## config.mk

```make
export PLATFORM = sky130hd
export DESIGN_NAME = i2c_host_command_port
export DESIGN_NICKNAME = d
export VERILOG_FILES = /design/src/logic/i2c_host_command_port.v
export VERILOG_INCLUDE_DIRS = /design/src /design/src/logic
export SDC_FILE = /design/constraint.sdc
export NUM_CORES = 1
export LEC_CHECK = 0
export BUFFER_PORTS_ARGS = -buffer_cell sky130_fd_sc_hd__buf_2
export CORE_UTILIZATION = 65
export DETAILED_ROUTE_END_ITERATION = 7
export PLACE_DENSITY = 0.95
export SLEW_MARGIN = 0
export SYNTH_ARGS = -nofsm -noshare
export SYNTH_HDL_FRONTEND = slang
export SYNTH_SLANG_ARGS = --single-unit
```

## constraint.sdc

```tcl
create_clock -name clk -period 6.6 [get_ports clk]
set_input_delay 0.66 -clock clk [delete_from_list [all_inputs] [get_ports clk]]
set_output_delay 0.66 -clock clk [all_outputs]
set_load 0.01 [all_outputs]
```

## src/logic/cmd_port_defs.vh

```
// constants for the serial command port of the tag
`ifndef CMD_PORT_DEFS_VH
`define CMD_PORT_DEFS_VH
`define OP_MEM_READ 8'h08
`define OP_MEM_WRITE 8'h18
`define OP_REG_READ 8'h68
`define OP_REG_WRITE 8'h78
`define OP_TUNNEL_A 8'hA2
`define OP_TUNNEL_B 8'hA4
`define RES_NONE 4'h0
`define RES_TUN_READ 4'h1
`define RES_TUN_WRITE 4'h3
`define RES_BUSY 4'h7
`define RES_NORMAL 4'h5
`define RES_UNIMPL 4'h8
`define RES_TUN_ERR 4'h9
`define RES_PARAM 4'hA
`define RES_RDONLY 4'hB
`define RES_HOST_BUSY 4'hF
`define READ_LEN_MAX 8'hFE
`define WRITE_LEN_MAX 8'hFB
`define HDR_LEN_MEM 8'h04
`define HDR_LEN_REG_WRITE 8'h02
`define BIT_WR_FLAG 7
`define BIT_RD_FLAG 6
`define BIT_TX_FLAG 5
`define BIT_DET_FLAG 4
`define CTRL_RESERVED_MASK 8'hF8
`endif

```

## src/logic/i2c_host_command_port.v

```verilog
// two-wire target that takes host command frames and returns response frames
// Summary of operation
// host is the bus controller; the device only answers as a target
// address match with direction low: following bytes are a command
// address match with direction high: device drives the response bytes
// a fully received command is processed; outcome returned on next read
// a read with no prior command write returns current status
// frames may split at byte boundaries; data field at most two pieces
// frame is one address byte then zero to 255 data bytes
// own target address comes from a configuration field in memory
// status bits 7..4: memory write, memory read, transmit, field detect
// status low nibble holds the latest result code
// code 0x0 nothing to report, 0x5 normal completion
// code 0x1 tunnel read request, 0x3 tunnel write request
// code 0x8 for an unimplemented command byte
// code 0xA for address outside memory or length out of range
// code 0xB for writes into the read-only region
// code 0x9 for tunnel commands while idle or during RF work
// during RF work, read, write and status answer busy 0x7
// code 0xF while a host command is still in progress
// during RF work, register read ends 0x5, register write 0xA
// codes 0x08 mem read, 0x18 mem write, 0x68 reg read, 0x78 reg write
// status request has no code: a read not preceded by a command
// mem read has 2-byte address, length 1..254; no data on error or busy
// host keeps write length within 1..251, data after length
// foreign addresses are ignored and the data line stays released
module i2c_host_command_port #(
   parameter MEM_ADDR_W = 13,
   parameter MEM_SIZE = 8192
) (
   input wire clk,
   input wire resetn,
   input wire scl_in,
   input wire sda_in,
   output reg sda_out,
   output reg sda_oe,
   input wire [6:0] target_address_setting,
   input wire [15:0] read_only_area_setting,
   input wire rf_busy,
   input wire tunnel_mode,
   input wire tunnel_read_req,
   input wire tunnel_write_req,
   input wire rf_mem_write_event,
   input wire rf_mem_read_event,
   input wire rf_transmit_done_event,
   input wire field_detect_event,
   input wire [7:0] mem_rdata,
   input wire mem_done,
   input wire cfg_check_error,
   input wire sum_check_error,
   output reg mem_req,
   output reg mem_we,
   output reg [15:0] mem_addr,
   output reg [7:0] mem_wdata,
   output reg [7:0] control_reg,
   output reg host_busy
);
`include "cmd_port_defs.vh"
// =========================================
// pin synchronisers and edge detection
reg scl_s1, scl_s2, scl_d, sda_s1, sda_s2, sda_d;
wire scl_rise = scl_s2 & ~scl_d;
wire scl_fall = ~scl_s2 & scl_d;
wire start_cond = scl_s2 & scl_d & sda_d & ~sda_s2;
wire stop_cond = scl_s2 & scl_d & ~sda_d & sda_s2;
always @(posedge clk or negedge resetn) begin
   if (!resetn) begin
      scl_s1 <= 1'b1;
      scl_s2 <= 1'b1;
      scl_d <= 1'b1;
      sda_s1 <= 1'b1;
      sda_s2 <= 1'b1;
      sda_d <= 1'b1;
   end else begin
      scl_s1 <= scl_in;
      scl_s2 <= scl_s1;
      scl_d <= scl_s2;
      sda_s1 <= sda_in;
      sda_s2 <= sda_s1;
      sda_d <= sda_s2;
   end
end
// =========================================
// command helpers
function [3:0] check_range;
   input [15:0] addr;
   input [7:0] len;
   input [7:0] len_max;
   begin
      if (len == 8'h00 || len > len_max || ({8'h00, addr} + {16'h0000, len}) > MEM_SIZE)
         check_range = `RES_PARAM;
      else
         check_range = `RES_NORMAL;
   end
endfunction
// a command is complete once its header and any write data have arrived, or a write length above 251 is seen
function cmd_complete;
   input [7:0] opcode;
   input [7:0] count;
   input [7:0] len;
   begin
      case (opcode)
         `OP_MEM_READ: cmd_complete = (count >= `HDR_LEN_MEM);
         `OP_MEM_WRITE: cmd_complete = (count >= `HDR_LEN_MEM) &&
            (({1'b0, count} >= {1'b0, len} + {1'b0, `HDR_LEN_MEM}) || len > `WRITE_LEN_MAX);
         `OP_REG_WRITE: cmd_complete = (count >= `HDR_LEN_REG_WRITE);
         default: cmd_complete = (count != 8'h00);
      endcase
   end
endfunction
// =========================================
// link state machine
localparam L_IDLE = 3'd0;
localparam L_ADDR = 3'd1;
localparam L_RX = 3'd2;
localparam L_ACK = 3'd3;
localparam L_TX = 3'd4;
localparam L_TXACK = 3'd5;
localparam L_IGNORE = 3'd6;
reg [2:0] lstate;
reg [3:0] bitcnt;
reg [7:0] shreg;
reg reading;
reg ack_ok;
// =========================================
// command assembly and response state
reg [7:0] cmd [0:3]; // opcode, address high, low, length
reg [7:0] rx_count;
reg cmd_pending; // command written, not yet executed
reg [3:0] result;
reg [3:0] flags; // write, read, transmit, detect
reg [7:0] tx_idx;
reg [7:0] resp_data_n;
reg [7:0] reg_rd_byte;
reg wr_active;
reg exec_go;
reg [7:0] tx_byte;
wire [7:0] status_byte = {flags, result};
wire [7:0] op = cmd[0];
wire [15:0] op_addr = {cmd[1], cmd[2]};
wire [15:0] wr_end = op_addr + {8'h00, cmd[3]} - 16'h0001; // last byte of a write
wire in_ro = (op_addr[15:8] <= read_only_area_setting[7:0]) &&
             (wr_end[15:8] >= read_only_area_setting[15:8]);
// response byte selection: status first, then data
always @* begin
   if (tx_idx == 8'h00)
      tx_byte = status_byte;
   else if (op == `OP_REG_READ)
      tx_byte = reg_rd_byte;
   else
      tx_byte = mem_rdata;
end
// byte level receive and transmit on the synchronised pins
always @(posedge clk or negedge resetn) begin
   if (!resetn) begin
      lstate <= L_IDLE;
      bitcnt <= 4'h0;
      shreg <= 8'h00;
      reading <= 1'b0;
      sda_out <= 1'b1;
      sda_oe <= 1'b0;
      ack_ok <= 1'b0;
      rx_count <= 8'h00;
      cmd_pending <= 1'b0;
      tx_idx <= 8'h00;
      exec_go <= 1'b0;
      wr_active <= 1'b0;
      mem_wdata <= 8'h00;
      cmd[0] <= 8'h00;
      cmd[1] <= 8'h00;
      cmd[2] <= 8'h00;
      cmd[3] <= 8'h00;
   end else begin
      exec_go <= 1'b0;
      if (start_cond) begin
         lstate <= L_ADDR;
         bitcnt <= 4'h0;
         sda_oe <= 1'b0;
      end else if (stop_cond) begin
         lstate <= L_IDLE;
         sda_oe <= 1'b0;
         // divided access: execute only once the whole command has arrived
         if (wr_active && cmd_pending && cmd_complete(op, rx_count, cmd[3]))
            exec_go <= 1'b1;
         wr_active <= 1'b0;
      end else begin
         case (lstate)
            L_ADDR, L_RX: begin
               if (scl_rise) begin
                  shreg <= {shreg[6:0], sda_s2};
                  bitcnt <= bitcnt + 4'h1;
               end
               if (scl_fall && bitcnt == 4'h8) begin
                  bitcnt <= 4'h0;
                  if (lstate == L_ADDR) begin
                     if (shreg[7:1] == target_address_setting) begin
                        reading <= shreg[0];
                        sda_oe <= 1'b1;
                        sda_out <= 1'b0;
                        lstate <= L_ACK;
                        if (!shreg[0] && !wr_active) begin
                           wr_active <= 1'b1;
                           if (!cmd_pending) begin
                              rx_count <= 8'h00;
                              cmd_pending <= 1'b1;
                           end
                        end
                        if (shreg[0]) tx_idx <= 8'h00;
                     end else
                        lstate <= L_IGNORE;
                  end else begin
                     if (rx_count < 8'h04) cmd[rx_count[1:0]] <= shreg;
                     if (rx_count != 8'hFF) rx_count <= rx_count + 8'h01;
                     if (rx_count > 8'h03) begin
                        mem_wdata <= shreg;
                     end
                     sda_oe <= 1'b1;
                     sda_out <= 1'b0;
                     lstate <= L_ACK;
                  end
               end
            end
            L_ACK: if (scl_fall) begin
               if (reading) begin
                  sda_oe <= ~tx_byte[7]; sda_out <= 1'b0;
                  shreg <= {tx_byte[6:0], 1'b0};
                  bitcnt <= 4'h1; lstate <= L_TX;
               end else begin
                  sda_oe <= 1'b0; lstate <= L_RX;
               end
            end
            L_TX: if (scl_fall) begin
               if (bitcnt == 4'h8) begin
                  sda_oe <= 1'b0; bitcnt <= 4'h0; lstate <= L_TXACK;
               end else begin
                  sda_oe <= ~shreg[7]; shreg <= {shreg[6:0], 1'b0};
                  bitcnt <= bitcnt + 4'h1;
               end
            end
            L_TXACK: begin
               if (scl_rise) begin
                  ack_ok <= ~sda_s2;
                  if (tx_idx < resp_data_n) tx_idx <= tx_idx + 8'h01;
               end
               if (scl_fall) begin
                  if (ack_ok) begin
                     sda_oe <= ~tx_byte[7]; shreg <= {tx_byte[6:0], 1'b0};
                     bitcnt <= 4'h1; lstate <= L_TX;
                  end else
                     lstate <= L_IGNORE;
               end
            end
            default: lstate <= lstate; // idle, foreign transfer or read ended by a host nack: hands off
         endcase
      end
      if (exec_go) cmd_pending <= 1'b0;
   end
end
// =========================================
// command execution and status
localparam X_IDLE = 2'd0;
localparam X_MEM = 2'd1;
localparam X_WAIT = 2'd2;
reg [1:0] xstate;
reg [7:0] mem_left;
wire [3:0] rd_check = check_range(op_addr, cmd[3], `READ_LEN_MAX);
wire [3:0] wr_check = check_range(op_addr, cmd[3], `WRITE_LEN_MAX);
always @(posedge clk or negedge resetn) begin
   if (!resetn) begin
      xstate <= X_IDLE;
      result <= `RES_NONE;
      flags <= 4'h0;
      host_busy <= 1'b0;
      mem_req <= 1'b0;
      mem_we <= 1'b0;
      mem_addr <= 16'h0000;
      mem_left <= 8'h00;
      control_reg <= 8'h00;
      resp_data_n <= 8'h00;
      reg_rd_byte <= 8'h00;
   end else begin
      // event flags are sticky; a new event wins over the clear on read
      flags <= flags | {rf_mem_write_event, rf_mem_read_event, rf_transmit_done_event, field_detect_event};
      if (tunnel_read_req) result <= `RES_TUN_READ;
      else if (tunnel_write_req) result <= `RES_TUN_WRITE;
      mem_req <= 1'b0;
      case (xstate)
         X_IDLE: if (exec_go) begin
            resp_data_n <= 8'h00;
            host_busy <= 1'b1; result <= `RES_HOST_BUSY;
            case (op)
               `OP_MEM_READ: begin
                  if (rf_busy) begin result <= `RES_BUSY; host_busy <= 1'b0; end
                  else if (rd_check != `RES_NORMAL) begin result <= `RES_PARAM; host_busy <= 1'b0; end
                  else begin
                     result <= `RES_NORMAL; resp_data_n <= cmd[3]; host_busy <= 1'b0;
                     mem_addr <= op_addr; mem_req <= 1'b1; mem_we <= 1'b0;
                  end
               end
               `OP_MEM_WRITE: begin
                  if (rf_busy) begin result <= `RES_BUSY; host_busy <= 1'b0; end
                  else if (wr_check != `RES_NORMAL) begin result <= `RES_PARAM; host_busy <= 1'b0; end
                  else if (in_ro) begin result <= `RES_RDONLY; host_busy <= 1'b0; end
                  else begin
                     mem_addr <= op_addr; mem_we <= 1'b1; mem_req <= 1'b1;
                     mem_left <= cmd[3]; xstate <= X_WAIT;
                  end
               end
               `OP_REG_READ: begin
                  reg_rd_byte <= {control_reg[7:3], 1'b0, cfg_check_error, sum_check_error};
                  resp_data_n <= 8'h01; result <= `RES_NORMAL; host_busy <= 1'b0;
               end
               `OP_REG_WRITE: begin
                  if (rf_busy) result <= `RES_PARAM;
                  else begin control_reg <= cmd[1] & `CTRL_RESERVED_MASK; result <= `RES_NORMAL; end
                  host_busy <= 1'b0;
               end
               `OP_TUNNEL_A, `OP_TUNNEL_B: begin
                  result <= (!tunnel_mode || rf_busy) ? `RES_TUN_ERR : `RES_NORMAL;
                  host_busy <= 1'b0;
               end
               default: begin result <= `RES_UNIMPL; host_busy <= 1'b0; end
            endcase
         end
         X_WAIT: if (mem_done) begin
            if (mem_left <= 8'h01) begin
               xstate <= X_IDLE; host_busy <= 1'b0; result <= `RES_NORMAL;
            end else begin
               mem_left <= mem_left - 8'h01; mem_addr <= mem_addr + 16'h0001; mem_req <= 1'b1;
            end
         end
         default: xstate <= X_IDLE;
      endcase
      // status-only read: status byte clocked out, acked or not, with no response data bytes to follow
      if (lstate == L_TXACK && scl_fall && tx_idx == 8'h00 && resp_data_n == 8'h00) begin
         if (rf_busy) result <= `RES_BUSY;
         else if (!host_busy) result <= `RES_NONE;
         flags <= {rf_mem_write_event, rf_mem_read_event, rf_transmit_done_event, field_detect_event};
      end
      if (lstate == L_TX && tx_idx != 8'h00 && tx_idx < resp_data_n && !rf_busy && op == `OP_MEM_READ &&
          scl_fall && bitcnt == 4'h8) begin
         mem_addr <= mem_addr + 16'h0001; mem_req <= 1'b1;
      end
   end
end
endmodule
```

== After elaboration in Yosys (flattened, before gate mapping) ==
Index checks and enable logic that the tools add are counted.
Operators by class
  add/subtract/negate cells: 9
  $lt $le $gt $ge: 14
  equal/unequal tests: 72
  muxes and demuxes: 153
  bitwise gates (word level): 19
  reduce and logical (&&, ||, !) cells: 74
Operators with widths (number)
  $mux W8: 30
  $mux W16: 9
  $mux W4: 26
  $pmux W16 S2: 2
  $ne A2 B2 Y1 const B: 28
  $ne A4 B4 Y1 const B: 13
  $mux W1: 48
  $pmux W8 S2: 3
  $mux W3: 12
  $bwmux W32: 1
  $pmux W8 S4: 1
  $reduce_and A8 Y1: 4
  $reduce_and A6 Y1: 5
  $reduce_bool A2 Y1: 15
  $reduce_and A7 Y1: 4
  $ne A3 B3 Y1 const B: 9
  $logic_not A8 Y1: 3
  $pmux W4 S5: 1
  $reduce_and A10 Y1: 2
  $add A16 B8 Y17: 1
  $gt A17 B14 Y1 const B: 1
  $add A16 B1 Y16 const B: 1
  $add A16 B8 Y16: 1
  $add A8 B1 Y8 const B: 2
  57 further kinds: 119
Storage, ports and cells
  register bits: 141
  input port bits: 46
  output and inout port bits: 37

== Longest topological paths before layout ==
  depth in word-level cells: 13
  mapped depth: 24

== Least setup slack after synthesis ==
No wires, ideal clock.
  path type: register -> register
  start point: register cmd[2] (netlist name)
  end point: register mem_addr[8]
  arrival time: 4.488 ns
  data required time: 6.523 ns
  setup slack: 2.035 ns
  stages on the path, launching flop included: 25
  cells stage by stage: dfrtp_1 inv_1 ha_1 inv_1 ha_1 nor3b_1 o21a_1 o211ai_1 and2_1 o21ai_0 o211a_1 o21a_1 nor2_1 xor2_1 ha_1 nand4_1 nor2_1 o31ai_1 a32oi_1 nor4_1 o21bai_1 a41o_2 buf_4 a21oi_1 a21oi_1
On the way
  word-level cells in the longest chain between the ends: 7
  elaborated cells between the ends (all ways): 21
  those cells by class: 3 x add/sub; 4 x order compare; 5 x eq/ne; 2 x mux; 7 x reduce/logical
Ends and longest elaborated chain
  start: declaration: RTL line i2c_host_command_port.v:127  | reg [7:0] cmd [0:3];
  start signal: indexed assignment: RTL line i2c_host_command_port.v:212  | if (rx_count < 8'h04) cmd[rx_count[1:0]] <= shreg;
  parallel branches: the longest is 6 deep, another holds $add A16 B8 Y16
  $reduce_and A10 Y1 (no source line) (*)
  end signal: assignment: RTL line i2c_host_command_port.v:276  | mem_addr <= 16'h0000;
  end signal: assignment: RTL line i2c_host_command_port.v:297  | mem_addr <= op_addr; mem_req <= 1'b1; mem_we <= 1'b0;
  end signal: assignment: RTL line i2c_host_command_port.v:305  | mem_addr <= op_addr; mem_we <= 1'b1; mem_req <= 1'b1;
  end: declaration: RTL line i2c_host_command_port.v:53  | output reg [15:0] mem_addr,
Mark *: on every way between the ends.
A chain may end at the register's enable or synchronous reset.

== Final worst setup path ==
  start point: register cmd[2] (netlist name)
  end point: register mem_addr[9]
The elaborated chain is that of the path after synthesis.

==> results.sh <==
export IMPL_grt_pass1_wl_um=41500
export IMPL_diodes=0
export IMPL_worstSetupEndpoint="mem_addr[9]$_DFFE_PN0P_"
export IMPL_timing_slew_headroom=0.0484
export IMPL_hold_violations=0
export IMPL_worst_slew_pin_slew_ps=1390
export IMPL_maxCapViolations=0
export IMPL_dp_cells=1254
export IMPL_ant_nets=0
export IMPL_skew_ps=8.25
export IMPL_reg2reg_depth=23
export IMPL_die_w_um=121
export IMPL_status="completed"
export IMPL_post_cts_buffers=0
export IMPL_clk_pin_slew_ps=70
export IMPL_top_register="cmd"
export IMPL_setup_viol=0
export IMPL_die_y_um=121
export IMPL_areaGrowthSynthToFinish_pct=11.6
export IMPL_synth_top_area_cell="dfrtp_1"
export IMPL_synth_main_ff_cell="dfrtp_1"
export IMPL_start_util=0.668
export IMPL_htreeDepth=4
export IMPL_drive_gt1_frac=0.174
export IMPL_cts_root_buf="clkbuf_16"
export IMPL_nets=1221
export IMPL_grt_max_degree=88
export IMPL_wirelength_um=25700
export IMPL_syn_area_mm2=0.00928
export IMPL_io_buffers=79
export IMPL_insertion_delay_ps=440
export IMPL_ctsLongestPathBuffers=2
export IMPL_largestRegisters="cmd (24), mem_addr (16)"
export IMPL_gp_congestion=0.985
export IMPL_p_leak_nw=4.90
export IMPL_async_flop_share=1.00
export IMPL_track_usage=0.367
export IMPL_reg2reg_from="cmd[2]$_DFFE_PN0P_"
export IMPL_power_density_mw_per_mm2=301
export IMPL_ys_top_cells_by_area="dfrtp_1 36%, ha_1 11%, mux2_2 5.9%"
export IMPL_fmax_mhz=177
export IMPL_required_ps=6960
export IMPL_synth_cell_types=81
export IMPL_cts_buffers=17
export IMPL_finalCriticalPeriod_ps=5640
export IMPL_synth_edf_count=0
export IMPL_wl_per_cell_um=20.0
export IMPL_die_area_mm2=0.0148
export IMPL_dr_pass1_iters=6
export IMPL_clock_sinks=140
export IMPL_r2r_end="mem_addr[9]$_DFFE_PN0P_"
export IMPL_setup_worst_path_start_class="flip-flop"
export IMPL_place_hpwl_um=17600
export IMPL_max_vdd_ir_drop_v=0.000262
export IMPL_hp_class="in2async"
export IMPL_layout_area_seq_mm2=0.00351
export IMPL_finalSetupTns_ps=0
export IMPL_vias=8552
export IMPL_multi_input_area_mm2=0.00531
export IMPL_drt_initial_drc_count=945
export IMPL_hold_slack_ps=159
export IMPL_slew_violations=0
export IMPL_grt_overflow_total=0
export IMPL_rsz0062_at_grt="false"
export IMPL_power_w=0.00312
export IMPL_postCtsResizedCells=0
export IMPL_hold_buffers=0
export IMPL_rows=43
export IMPL_post_layout_nonfiller_instances=1286
export IMPL_arrival_ps=6000
export IMPL_fillCellCount=925
export IMPL_synth_seq_cells=140
export IMPL_crit_start="cmd[2]$_DFFE_PN0P_"
export IMPL_avgSynthCellArea_um2=9.05
export IMPL_pin_count=83
export IMPL_grt_pass1_vias=8190
export IMPL_timing_final_crit_share=0.855
export IMPL_ys_seq_area_frac=0.379
export IMPL_routed_via_density=6.65
export IMPL_largest_reg_flops=24
export IMPL_endpoint_kind="flip-flop"
export IMPL_yosysTopAreaCellShare=0.359
export IMPL_cts_tree="yes"
export IMPL_synth_warnings=0
export IMPL_crit_type="reg2reg"
export IMPL_core_area_mm2=0.0139
export IMPL_antenna_found_initial=0
export IMPL_ff2ff_setup_slack_ps=960
export IMPL_syn_inst=1025
export IMPL_drc=0
export IMPL_cp_max_fo=33
## cell families after synthesis
group	Yosys count	share of synthesized area
simple gates	337	0.183
compound gates	263	0.179
flops	140	0.379
buf+inv	116	0.0511
fa+ha+maj	83	0.112
mux	59	0.0703
xor+xnor	26	0.0245
other cells	1	0.000404
## where the power goes
group / switching, W / internal, W
logic: 0.000572 / 0.000342
registers: 0.000267 / 0.000994
clock network: 0.000441 / 0.000503
total: 0.00128 / 0.00184
## worst min path at each step
stage | startpoint | end | cells after the start
6_report | resetn | tx_idx[3]$_DFFE_PN0P_ | 1
2_1_floorplan | scl_s1$_DFF_PN1_ | scl_s2$_DFF_PN1_ | 0
3_3_place_gp | scl_s1$_DFF_PN1_ | scl_s2$_DFF_PN1_ | 0
3_5_place_dp | sda_s1$_DFF_PN1_ | sda_s2$_DFF_PN1_ | 0
4_1_cts | resetn | tx_idx[3]$_DFFE_PN0P_ | 1
5_1_grt | resetn | tx_idx[3]$_DFFE_PN0P_ | 1
## layer usage
layer,wire length (um),track usage,part of all wire,up-vias
li1,-,-,-,3821
met1,10100,0.482,0.39,4092
met2,11800,0.562,0.46,525
met3,2520,0.0822,0.098,114
met4,1230,0.203,0.048,0
met5,0,0,0,-
## metrics by stage
step | setup slack, ps | instance area (um2) | utilization
finish | 958 | 10400 | 0.746
global route | 544 | 10400 | 0.746
CTS | 1030 | 10400 | 0.746
detailed placement | 1150 | 9780 | 0.704
global placement | 1380 | 9780 | 0.704
floorplan | 2030 | 9290 | -
## cell usage in the layout, fill, tap and decap left out, types with 7 or more instances in the layout
| cell type | n |
|---|---|
| o21ai_0 | 75 |
| a21oi_1 | 72 |
| dfrtp_1 | 133 |
| a211oi_1 | 9 |
| nand4_1 | 7 |
| ha_1 | 81 |
| and3_1 | 17 |
| nor2b_1 | 10 |
| clkbuf_16 | 17 |
| nand2_1 | 86 |
| o21a_1 | 9 |
| a31oi_1 | 7 |
| xor2_1 | 7 |
| dfstp_2 | 7 |
| nor3_1 | 18 |
| nand3_1 | 52 |
| a21o_1 | 13 |
| inv_1 | 79 |
| mux2i_1 | 10 |
| o22ai_1 | 12 |
| nor2_1 | 75 |
| xnor2_1 | 19 |
| o21ai_1 | 10 |
| nor4_1 | 11 |
| nand2b_1 | 18 |
| mux2_2 | 49 |
| buf_2 | 78 |
## critical path, cell delays in order, from the launching register on
cell	delay [ps]
dfrtp_1	520
inv_1	140
ha_1	400
inv_1	60
ha_1	260
nor3b_1	210
o21a_1	160
o211ai_1	80
and2_1	200
o21ai_0	510
o211a_1	280
o21a_1	140
nor2_1	70
xor2_1	140
ha_1	320
nand4_1	100
nor2_1	50
o31ai_1	60
a32oi_1	190
nor4_1	550
o21bai_1	200
a41o_2	570
a21oi_1	160
a21oi_1	160
## area by class of cell
cell class,instances,area share
flip-flops and latches,140,0.339
well taps,180,0.0218
inverters,79,0.0286
multi-input cells,771,0.512
repair buffers,84,0.0424
clock inverters,15,0.0144
clock buffers,17,0.0411
## cells in the mapped netlist (3+ instances only)
cell type,instances
or4_1,6
ha_1,81
mux2_2,49
a31oi_1,7
nand4_1,7
nor2_1,75
o31ai_1,5
buf_2,6
nor4_1,12
a21o_1,13
o21ai_0,75
nand3_1,52
o21a_1,9
or2_2,3
nand2b_1,18
o221a_1,6
nand4b_1,4
dfstp_2,7
and3_1,17
o22ai_1,12
and2_1,6
nor3b_1,5
buf_4,8
o21bai_1,3
a211oi_1,9
o211ai_1,5
a221oi_1,3
dfrtp_1,133
o21ai_1,10
inv_1,79
xor2_1,7
or3_1,5
nor2b_1,10
clkbuf_1,20
xnor2_1,19
nand2_1,86
nor3_1,18
a21oi_1,72
a32oi_1,4
mux2i_1,10
No activity file was read; power rests on OpenSTA's default activity.
